===== src/fsm_pkg.sv =====
// Purpose: constants and types for the flash security and margin command sequencer
// Assumes: Avalon-MM register access, 32-bit data, word addressed by byte address
// Notes:   key store and protection are seen through plain ports; block selects are checked against fixed codes
package fsm_pkg;

  // ==========================================================================
  // register map (byte addresses)
  localparam logic [3:0] FSM_OFS_INDEX  = 4'h0;
  localparam logic [3:0] FSM_OFS_PARAM  = 4'h4;
  localparam logic [3:0] FSM_OFS_STATUS = 4'h8;
  localparam logic [3:0] FSM_OFS_MARGIN = 4'hC;

  // ==========================================================================
  // status bit positions
  localparam int FSM_ST_CCF  = 7;
  localparam int FSM_ST_ACC  = 5;
  localparam int FSM_ST_PROT = 4;
  localparam int FSM_ST_VER  = 1;
  localparam int FSM_ST_UNC  = 0;
  localparam int FSM_ST_SEC  = 8;
  localparam int FSM_ST_LOCK = 9;

  // ==========================================================================
  // command codes and parameter indices
  localparam logic [7:0] FSM_CMD_UNSECURE = 8'h0B;
  localparam logic [7:0] FSM_CMD_BACKDOOR = 8'h0C;
  localparam logic [7:0] FSM_CMD_USER_MRG = 8'h0D;
  localparam logic [7:0] FSM_CMD_FLD_MRG  = 8'h0E;
  localparam logic [2:0] FSM_IX_UNSECURE  = 3'h0;
  localparam logic [2:0] FSM_IX_BACKDOOR  = 3'h4;
  localparam logic [2:0] FSM_IX_MARGIN    = 3'h1;
  localparam logic [2:0] FSM_IX_KEY0      = 3'h1;
  localparam logic [1:0] FSM_KEY_ACCESS_ENABLE_FIELD_ON     = 2'h2;
  localparam logic [17:0] FSM_KEY0_ADDR   = 18'h3FF00;

  // margin levels
  localparam logic [15:0] FSM_MRG_USER_MAX  = 16'h0002;
  localparam logic [15:0] FSM_MRG_FIELD_MAX = 16'h0004;
  localparam logic [2:0]  FSM_MRG_RESET     = 3'h0;

  // block selects in bits 1:0 of parameter word 0
  localparam logic [1:0] FSM_BLK_DATA = 2'h1;
  localparam logic [1:0] FSM_BLK_PROG = 2'h3;

  // mass erase and verify duration, cycles
  localparam int FSM_ERASE_CYCLES = 64;
  localparam int FSM_WAIT_W       = 7;

  typedef enum logic [2:0] {
    FSM_IDLE, FSM_LAUNCH, FSM_ERASE, FSM_KEYCHK, FSM_DONE
  } fsm_state_t;

endpackage : fsm_pkg


===== src/fsm_seq.sv =====
// Purpose: command sequencer for unsecure, backdoor key and margin commands
// Assumes: single clock, synchronous active-low reset
// Notes:   array erase/verify results and protection come in as pins
`timescale 1ns/1ps
module fsm_seq
  import fsm_pkg::*;
#(
  parameter int ERASE_CYCLES = FSM_ERASE_CYCLES
) (
  input  wire logic        CLOCK,
  input  wire logic        RST_N,
  input  wire logic [3:0]  AVS_ADDRESS,
  input  wire logic        AVS_READ,
  input  wire logic        AVS_WRITE,
  input  wire logic [31:0] AVS_WRITEDATA,
  input  wire logic [3:0]  AVS_BYTEENABLE,
  output logic      [31:0] AVS_READDATA,
  output logic             AVS_WAITREQUEST,
  input  wire logic        SPECIAL_MODE,
  input  wire logic [1:0]  KEY_ACCESS_ENABLE_FIELD,
  input  wire logic        SECURE_AT_RESET,
  input  wire logic        ANY_PROTECTED,
  input  wire logic        ERASE_VERIFY_FAIL,
  input  wire logic        ERASE_VERIFY_UNCORR,
  output logic      [17:0] KEY_ADDR,
  input  wire logic [15:0] KEY_DATA,
  output logic             ERASE_ACTIVE,
  output logic             SECURED,
  output logic      [2:0]  PROG_READ_MARGIN,
  output logic      [2:0]  DATA_READ_MARGIN
);

  // ==========================================================================
  // pin synchronisers
  logic [6:0] pin_s1_q;
  logic [6:0] pin_s2_q;
  always_ff @(posedge CLOCK) begin
    if (!RST_N) begin
      pin_s1_q <= 7'h00;
      pin_s2_q <= 7'h00;
    end else begin
      pin_s1_q <= {SPECIAL_MODE, KEY_ACCESS_ENABLE_FIELD, SECURE_AT_RESET,
                   ANY_PROTECTED, ERASE_VERIFY_FAIL, ERASE_VERIFY_UNCORR};
      pin_s2_q <= pin_s1_q;
    end
  end
  logic       special_s;
  logic [1:0] key_access_enable_field_s;
  logic       strap_s;
  logic       prot_s;
  logic       vfail_s;
  logic       vunc_s;
  assign {special_s, key_access_enable_field_s, strap_s, prot_s, vfail_s, vunc_s} = pin_s2_q;

  // ==========================================================================
  // state
  fsm_state_t  state_q;
  logic [2:0]  index_q;
  logic [15:0] param_q [0:7];
  logic        ccf_q;
  logic        acc_q;
  logic        prot_q;
  logic        ver_q;
  logic        unc_q;
  logic        sec_q;
  logic        lock_q;
  logic        strap_done_q;
  logic [2:0]  pmrg_q;
  logic [2:0]  dmrg_q;
  logic [FSM_WAIT_W-1:0] wait_q;
  logic [2:0]  key_ix_q;
  logic        key_bad_q;

  wire [7:0]  cmd_code = param_q[0][15:8];
  wire [1:0]  blk_sel  = param_q[0][1:0];
  wire [15:0] mrg_val  = param_q[1];

  // ==========================================================================
  // bus: writes answer at once; a read waits one cycle so that the registered
  // read data already stands at the edge where waitrequest is seen low
  logic rd_ready_q;
  always_ff @(posedge CLOCK) begin
    if (!RST_N) begin
      rd_ready_q <= 1'b0;
    end else begin
      rd_ready_q <= AVS_READ && !rd_ready_q;
    end
  end
  assign AVS_WAITREQUEST = AVS_READ && !rd_ready_q;
  wire wr       = AVS_WRITE && !AVS_READ;
  wire wr_index = wr && AVS_ADDRESS == FSM_OFS_INDEX && AVS_BYTEENABLE[0];
  wire wr_param = wr && AVS_ADDRESS == FSM_OFS_PARAM && (&AVS_BYTEENABLE[1:0]);
  wire wr_stat  = wr && AVS_ADDRESS == FSM_OFS_STATUS && AVS_BYTEENABLE[0];
  // writes while busy are dropped so a launched command cannot be corrupted
  wire idle     = ccf_q;
  wire launch   = wr_stat && idle && AVS_WRITEDATA[FSM_ST_CCF];
  wire clr_acc  = wr_stat && idle && AVS_WRITEDATA[FSM_ST_ACC];
  wire clr_prot = wr_stat && idle && AVS_WRITEDATA[FSM_ST_PROT];

  always_ff @(posedge CLOCK) begin
    if (!RST_N) begin
      AVS_READDATA <= 32'h0000_0000;
    end else if (AVS_READ && !rd_ready_q) begin
      unique case (AVS_ADDRESS)
        FSM_OFS_INDEX:  AVS_READDATA <= {29'h0, index_q};
        FSM_OFS_PARAM:  AVS_READDATA <= {16'h0, param_q[index_q]};
        FSM_OFS_STATUS: AVS_READDATA <= {22'h0, lock_q, sec_q, ccf_q, 1'b0, acc_q,
                                         prot_q, 2'h0, ver_q, unc_q};
        FSM_OFS_MARGIN: AVS_READDATA <= {26'h0, dmrg_q, pmrg_q};
        default:        AVS_READDATA <= 32'h0000_0000;
      endcase
    end
  end

  always_ff @(posedge CLOCK) begin
    if (!RST_N) begin
      index_q <= 3'h0;
    end else if (wr_index && idle) begin
      index_q <= AVS_WRITEDATA[2:0];
    end
  end

  always_ff @(posedge CLOCK) begin
    if (wr_param && idle) begin
      param_q[index_q] <= AVS_WRITEDATA[15:0];
    end
  end

  // ==========================================================================
  // launch checks
  logic launch_err;
  logic is_margin;
  always_comb begin
    is_margin  = cmd_code == FSM_CMD_USER_MRG || cmd_code == FSM_CMD_FLD_MRG;
    launch_err = 1'b0;
    unique case (cmd_code)
      FSM_CMD_UNSECURE: launch_err = index_q != FSM_IX_UNSECURE;
      FSM_CMD_BACKDOOR: launch_err = index_q != FSM_IX_BACKDOOR
                                     || key_access_enable_field_s != FSM_KEY_ACCESS_ENABLE_FIELD_ON
                                     || lock_q;
      FSM_CMD_USER_MRG: launch_err = index_q != FSM_IX_MARGIN
                                     || (blk_sel != FSM_BLK_DATA
                                         && blk_sel != FSM_BLK_PROG)
                                     || mrg_val > FSM_MRG_USER_MAX;
      FSM_CMD_FLD_MRG:  launch_err = !special_s
                                     || index_q != FSM_IX_MARGIN
                                     || (blk_sel != FSM_BLK_DATA
                                         && blk_sel != FSM_BLK_PROG)
                                     || mrg_val > FSM_MRG_FIELD_MAX;
      default:          launch_err = 1'b1;
    endcase
  end

  // ==========================================================================
  // sequencer
  wire erase_end = state_q == FSM_ERASE && wait_q == FSM_WAIT_W'(ERASE_CYCLES - 1);
  wire key_end   = state_q == FSM_KEYCHK && key_ix_q == 3'h4;

  always_ff @(posedge CLOCK) begin
    if (!RST_N) begin
      state_q <= FSM_IDLE;
    end else begin
      unique case (state_q)
        FSM_IDLE:   if (launch) state_q <= FSM_LAUNCH;
        FSM_LAUNCH: begin
          if (launch_err || is_margin) state_q <= FSM_DONE;
          else if (cmd_code == FSM_CMD_UNSECURE) state_q <= FSM_ERASE;
          else state_q <= FSM_KEYCHK;
        end
        FSM_ERASE:  if (erase_end) state_q <= FSM_DONE;
        FSM_KEYCHK: if (key_end) state_q <= FSM_DONE;
        FSM_DONE:   state_q <= FSM_IDLE;
      endcase
    end
  end

  always_ff @(posedge CLOCK) begin
    if (!RST_N) begin
      wait_q <= '0;
    end else if (state_q == FSM_ERASE) begin
      wait_q <= wait_q + 1'b1;
    end else begin
      wait_q <= '0;
    end
  end

  // key index 0..3 compares param 1..4; data is read the cycle after the address
  logic key_vld_q;
  always_ff @(posedge CLOCK) begin
    if (!RST_N) begin
      key_ix_q  <= 3'h0;
      key_vld_q <= 1'b0;
      key_bad_q <= 1'b0;
    end else if (state_q == FSM_KEYCHK) begin
      key_vld_q <= key_ix_q != 3'h4 && !key_vld_q;
      if (key_vld_q) begin
        if (KEY_DATA != param_q[key_ix_q + FSM_IX_KEY0]) key_bad_q <= 1'b1;
        key_ix_q <= key_ix_q + 3'h1;
      end
    end else begin
      key_ix_q  <= 3'h0;
      key_vld_q <= 1'b0;
      key_bad_q <= 1'b0;
    end
  end
  assign KEY_ADDR     = FSM_KEY0_ADDR + {14'h0, key_ix_q[1:0], 1'b0};
  assign ERASE_ACTIVE = state_q == FSM_ERASE;

  // ==========================================================================
  // flags
  always_ff @(posedge CLOCK) begin
    if (!RST_N) begin
      ccf_q <= 1'b1;
    end else if (launch) begin
      ccf_q <= 1'b0;
    end else if (state_q == FSM_DONE) begin
      ccf_q <= 1'b1;
    end
  end

  wire key_fail = key_end && key_bad_q;
  always_ff @(posedge CLOCK) begin
    if (!RST_N) begin
      acc_q <= 1'b0;
    end else if ((state_q == FSM_LAUNCH && launch_err) || key_fail) begin
      acc_q <= 1'b1;
    end else if (clr_acc || launch) begin
      acc_q <= 1'b0;
    end
  end

  wire erase_run = state_q == FSM_LAUNCH && !launch_err && cmd_code == FSM_CMD_UNSECURE;
  always_ff @(posedge CLOCK) begin
    if (!RST_N) begin
      prot_q <= 1'b0;
    end else if (erase_run && prot_s) begin
      prot_q <= 1'b1;
    end else if (clr_prot || launch) begin
      prot_q <= 1'b0;
    end
  end

  always_ff @(posedge CLOCK) begin
    if (!RST_N) begin
      ver_q <= 1'b0;
      unc_q <= 1'b0;
    end else if (launch) begin
      ver_q <= 1'b0;
      unc_q <= 1'b0;
    end else if (erase_end) begin
      ver_q <= vfail_s || vunc_s;
      unc_q <= vunc_s;
    end
  end

  always_ff @(posedge CLOCK) begin
    if (!RST_N) begin
      lock_q <= 1'b0;
    end else if (key_fail) begin
      lock_q <= 1'b1;
    end
  end

  // security strap is caught the first cycle after reset the synchroniser is filled
  logic [1:0] strap_cnt_q;
  always_ff @(posedge CLOCK) begin
    if (!RST_N) begin
      strap_cnt_q  <= 2'h0;
      strap_done_q <= 1'b0;
      sec_q        <= 1'b1;
    end else if (!strap_done_q) begin
      strap_cnt_q <= strap_cnt_q + 2'h1;
      if (strap_cnt_q == 2'h2) begin
        strap_done_q <= 1'b1;
        sec_q        <= strap_s;
      end
    end else if (erase_end && !vfail_s && !vunc_s && !prot_q) begin
      sec_q <= 1'b0;
    end else if (key_end && !key_bad_q) begin
      sec_q <= 1'b0;
    end
  end
  assign SECURED = sec_q;

  // ==========================================================================
  // margin levels
  wire mrg_ok = state_q == FSM_LAUNCH && is_margin && !launch_err;
  always_ff @(posedge CLOCK) begin
    if (!RST_N) begin
      pmrg_q <= FSM_MRG_RESET;
      dmrg_q <= FSM_MRG_RESET;
    end else if (mrg_ok) begin
      if (blk_sel == FSM_BLK_PROG) pmrg_q <= mrg_val[2:0];
      else dmrg_q <= mrg_val[2:0];
    end
  end
  // program level, when set, overrides data reads too
  assign PROG_READ_MARGIN = pmrg_q;
  assign DATA_READ_MARGIN = (pmrg_q != FSM_MRG_RESET) ? pmrg_q : dmrg_q;

  // ==========================================================================
  // checks
  a_ccf_returns: assert property (@(posedge CLOCK) disable iff (!RST_N)
    state_q == FSM_DONE |=> ccf_q)
    else $error("complete flag not set after done");
  a_launch_busy: assert property (@(posedge CLOCK) disable iff (!RST_N)
    launch |=> !ccf_q && state_q == FSM_LAUNCH)
    else $error("complete flag not cleared at launch");
  a_unsec_index: assert property (@(posedge CLOCK) disable iff (!RST_N)
    state_q == FSM_LAUNCH && cmd_code == FSM_CMD_UNSECURE && index_q != 3'h0
    |=> acc_q && state_q == FSM_DONE)
    else $error("unsecure bad index not rejected");
  a_key_index: assert property (@(posedge CLOCK) disable iff (!RST_N)
    state_q == FSM_LAUNCH && cmd_code == FSM_CMD_BACKDOOR && index_q != FSM_IX_BACKDOOR
    |=> acc_q && state_q == FSM_DONE)
    else $error("backdoor bad index not rejected");
  a_verify_keeps: assert property (@(posedge CLOCK) disable iff (!RST_N)
    erase_end && vfail_s |=> ver_q && sec_q == $past(sec_q))
    else $error("verify failure changed security");
  a_prot_flag: assert property (@(posedge CLOCK) disable iff (!RST_N)
    erase_run && prot_s |=> prot_q)
    else $error("protection flag missing");
  a_unc_implies: assert property (@(posedge CLOCK) disable iff (!RST_N)
    unc_q |-> ver_q)
    else $error("uncorrectable without verify error");
  a_key_access_enable_field_gate: assert property (@(posedge CLOCK) disable iff (!RST_N)
    state_q == FSM_LAUNCH && cmd_code == FSM_CMD_BACKDOOR && key_access_enable_field_s != FSM_KEY_ACCESS_ENABLE_FIELD_ON
    |=> acc_q ##1 ccf_q)
    else $error("backdoor ran while disabled");
  a_lock_sticky: assert property (@(posedge CLOCK) disable iff (!RST_N)
    lock_q |=> lock_q)
    else $error("backdoor lock cleared");
  a_key_fail_sec: assert property (@(posedge CLOCK) disable iff (!RST_N)
    key_fail |=> acc_q && lock_q && sec_q == $past(sec_q))
    else $error("key mismatch released security");
  a_field_mode: assert property (@(posedge CLOCK) disable iff (!RST_N)
    state_q == FSM_LAUNCH && cmd_code == FSM_CMD_FLD_MRG && !special_s |=> acc_q)
    else $error("field margin accepted outside special mode");
  a_margin_store: assert property (@(posedge CLOCK) disable iff (!RST_N)
    mrg_ok && blk_sel == FSM_BLK_PROG |=> pmrg_q == $past(mrg_val[2:0]) ##1 ccf_q)
    else $error("margin level not stored");

  c_unsecure_ok: cover property (@(posedge CLOCK) disable iff (!RST_N)
    erase_end && !vfail_s ##1 !sec_q);
  c_key_ok: cover property (@(posedge CLOCK) disable iff (!RST_N)
    key_end && !key_bad_q);
  c_key_lock: cover property (@(posedge CLOCK) disable iff (!RST_N) key_fail);
  c_field_set: cover property (@(posedge CLOCK) disable iff (!RST_N)
    mrg_ok && cmd_code == FSM_CMD_FLD_MRG);
  c_prog_level: cover property (@(posedge CLOCK) disable iff (!RST_N)
    mrg_ok && blk_sel == FSM_BLK_PROG);

endmodule : fsm_seq


===== config.mk =====
export PLATFORM = sky130hd
export DESIGN_NAME = fsm_seq
export DESIGN_NICKNAME = d
export VERILOG_FILES = /design/src/fsm_pkg.sv /design/src/fsm_seq.sv
export SDC_FILE = /design/constraint.sdc
export NUM_CORES = 1
export LEC_CHECK = 0
export ABC_AREA = 1
export BUFFER_PORTS_ARGS = -buffer_cell sky130_fd_sc_hd__buf_2
export CELL_PAD_IN_SITES_DETAIL_PLACEMENT = 1
export CELL_PAD_IN_SITES_GLOBAL_PLACEMENT = 1
export CORE_MARGIN = 3
export CORE_UTILIZATION = 35
export CTS_CLUSTER_SIZE = 12
export DETAILED_ROUTE_END_ITERATION = 8
export GPL_ROUTABILITY_DRIVEN = 0
export PLACE_DENSITY = 0.64
export RECOVER_POWER = 100
export SLEW_MARGIN = 20
export SYNTH_ARGS = -nofsm -noshare
export SYNTH_HDL_FRONTEND = slang
export SYNTH_SLANG_ARGS = --single-unit
export TNS_END_PERCENT = 10

===== constraint.sdc =====
create_clock -name CLOCK -period 8.15 [get_ports CLOCK]
set_clock_uncertainty 0.2 [all_clocks]
set_input_delay 0.4075 -clock CLOCK [delete_from_list [all_inputs] [get_ports CLOCK]]
set_output_delay 0.4075 -clock CLOCK [all_outputs]
set_load 0.1 [all_outputs]

==> impl_metrics.py <==
metrics = {
    "critical_path": {
        "cp_slowest_cell": "nor4_1",
        "critPathMaxStageDelay_ps": 2190,
        "cp.required_ps": 8310,
        "path_class": "reg -> reg",
        "worstPathCellList": "nor2_1 -> clkinv_1 -> nor4_1 -> o211ai_1 -> a21oi_1",
        "critPathArrivalTime_ps": 5370,
        "worstReg2RegStart": "rd_ready_q",
        "critical_path.max_fanout": 18,
        "start_kind": "register",
        "worst_setup_path_end_kind": "register",
        "crit_start": "rd_ready_q",
    },
    "final_layout": {
        "final-seq-area_um2": 5200,
        "multi_input_area_um2": 3630,
        "fillCellCount": 3248,
        "layout.nets": 1260,
        "antenna_cells": 0,
        "drive_gt1_frac": 0.0732,
        "area_growth_pct": 10.8,
    },
    "sta": {
        "finalWorstSetupSlack_ps": 2940,
        "hold_viol": 0,
        "setup_viol": 0,
        "period_needed_ps": 5210,
        "relSlewSlack": -0.772,
        "setup_tns_ps": 0,
        "drv_slew": 112,
        "finalCritPeriodShare": 0.639,
        "rsz0062_at_grt": "no",
        "tightest_slew_ps": 2630,
        "max_freq_ghz": 0.192,
    },
    "yosys": {
        "ys_top_cells_by_count": "nand2_1 (275), edfxtp_1 (128), nand3_1 (127), nor2_1 (110), inv_1 (93)",
        "synthSimpleGateAreaFrac": 0.253,
        "syn_avg_cell_area_um2": 8.57,
        "synth_area_um2": 9690,
        "synthCells": 1131,
        "yosys_register_bits": 196,
        "synth-edff-count": 128,
        "synthAdderAreaFrac": 0.00516,
        "synth_most_common_cell": "nand2_1",
        "synth_top_family_by_area": "simple AND/OR/NAND/NOR gates",
        "synth_top_flop_cell": "edfxtp_1",
        "synthTopCellsByArea": "edfxtp_1 (40%), dfxtp_1 (14%), nand2_1 (11%)",
        "synth_top_area_frac": 0.397,
        "ys_seq_area_frac": 0.537,
        "ys_types": 37,
        "synth_top_area_cell": "edfxtp_1",
        "synth_xor_area_frac": 0.00181,
        "synthMuxAreaShare": 0,
        "synthArstFlopShare": 0,
        "yosys_warnings": 0,
        "synth_compound_area_frac": 0.106,
    },
    "min_path": {
        "hp-class": "in -> reg",
        "hold_start": "AVS_WRITEDATA[11]",
    },
    "place": {
        "dpl.hpwl_um": 19900,
        "pre_cts_ws_ps": 4090,
        "portBuffers": 75,
    },
    "floorplanning": {
        "io_pins": 126,
        "die_h_um": 172,
        "start_util": 0.358,
        "die_area_um2": 29700,
        "core_um2": 27100,
        "die_w_um": 172,
        "row_count": 60,
    },
    "status": {
        "outcome": "finished, violations left",
        "violations": "max-capacitance violations, max-slew violations",
    },
    "clock_network": {
        "h-tree-depth": 4,
        "clk_pin_slew_worst_paths_ps": 70,
        "cts_buffer_depth": 2,
        "root_buffer": "clkbuf_16",
        "cts_resized": 0,
        "cts_buffers": 17,
        "cts_tree": "built",
        "clock-sinks": 196,
        "worstSkewPairLatency_ps": 450,
    },
    "global_route": {
        "grt_pass1_wl_um": 46900,
        "antenna_found_initial": 0,
        "grt_usage": 0.212,
        "grt_max_degree": 78,
        "grt_pass1_vias": 8138,
        "grt_remaining_overflow": 0,
    },
    "routing": {
        "drc": 0,
        "wire_per_inst_um": 19.7,
        "first_pass_iters": 5,
        "wirelength_um": 31000,
        "first_iter_violations": 484,
        "vias_per_cell": 5.15,
        "vias": 8106,
        "ant_nets": 0,
    },
    "pwr": {
        "leakagePower_nw": 4.19,
        "p_per_area_nw_per_um2": 196,
        "vdd_drop_max_mv": 0.114,
    },
    "job": {
        "drv_cap": 6,
    },
}
[worst paths after layout]
check,to,slack [ps],cells past startpoint
min reg2reg,pin_s2_q[5],220,2
max reg2reg,AVS_READDATA[15],2940,5
max,AVS_READDATA[15],2940,5
min,param_q[5][11],120,1
[layer usage]
metal | track usage | wire length (um)
met2 | 0.358 | 15100
met1 | 0.281 | 14000
met5 | 0 | 0
met4 | 0.0673 | 613
met3 | 0.0297 | 1320
[area by class of cell]
type | instances | share of cell area
clock buffers | 21 | 0.0449
repair buffers | 96 | 0.0431
clock inverters | 11 | 0.0100
well taps | 372 | 0.0434
multi-input cells | 776 | 0.338
inverters | 102 | 0.0357
flip-flops and latches | 196 | 0.485
[cells by family after synthesis]
group / Yosys count
xor+xnor: 2
fa+ha+maj: 4
buf+inv: 189
flops: 196
compound gates: 181
simple gates: 557
other cells: 2
[worst max-delay path, delay by kind of cell, from the launching register on]
kind,cells,cell delay (ps)
AO/OA/AOI/OAI,2,880
buffers and inverters,1,870
AND/OR/NAND/NOR,2,2850
flip-flops,1,300
[placed cells by master (no fill, tap or decap), drive strengths merged]
cell,instances
a21oi,47
a221oi,1
a22oi,1
buf,37
bufinv,2
clkbuf,73
clkinv,6
conb,32
dfxtp,68
dlygate4sd3,7
edfxtp,128
ha,4
inv,105
nand2,276
nand3,135
nand3b,2
nand4,8
nor2,115
nor3,17
nor3b,1
nor4,3
o2111ai,1
o211ai,23
o21a,1
o21ai,86
o221ai,10
o22ai,11
xnor2,2
[repair_timing]
action / CTS / global route
setup endpoints to repair: 0 / 0
endpoints found under the hold margin: 7 / 0
hold buffers: 7 / 0
buffers inserted: 0 / 0
[per-stage QoR]
stage                     utilization  hold slack (ps)  area [um2]  instances  power, mW
after detailed placement        0.378              205       10200       1535       1.27
after global placement          0.378              201       10200       1535       1.27
after CTS                       0.402             22.3       10900       1574       2.12
after floorplan                     -              190        9800       1161       1.24
after global routing            0.396              131       10700       1574       2.18
final                           0.396              120       10700       1574       2.10
[registers in the layout, indices dropped and copies added, names as in the netlist, 2 cells and up, named ones only]
signal            count
param_q             128
AVS_READDATA         16
pin_s1_q              7
pin_s2_q              7
wait_q                7
PROG_READ_MARGIN      3
dmrg_q                3
index_q               3
key_ix_q              3
state_q               3
strap_cnt_q           2
[power by group]
part	total, mW	switching [mW]	internal, mW	leakage (nW)
clock network	0.855	0.382	0.472	0.303
logic	0.172	0.143	0.0281	2.19
registers	1.08	0.00918	1.07	1.70
total	2.10	0.535	1.57	4.19
(Power assumes the default switching activity.)
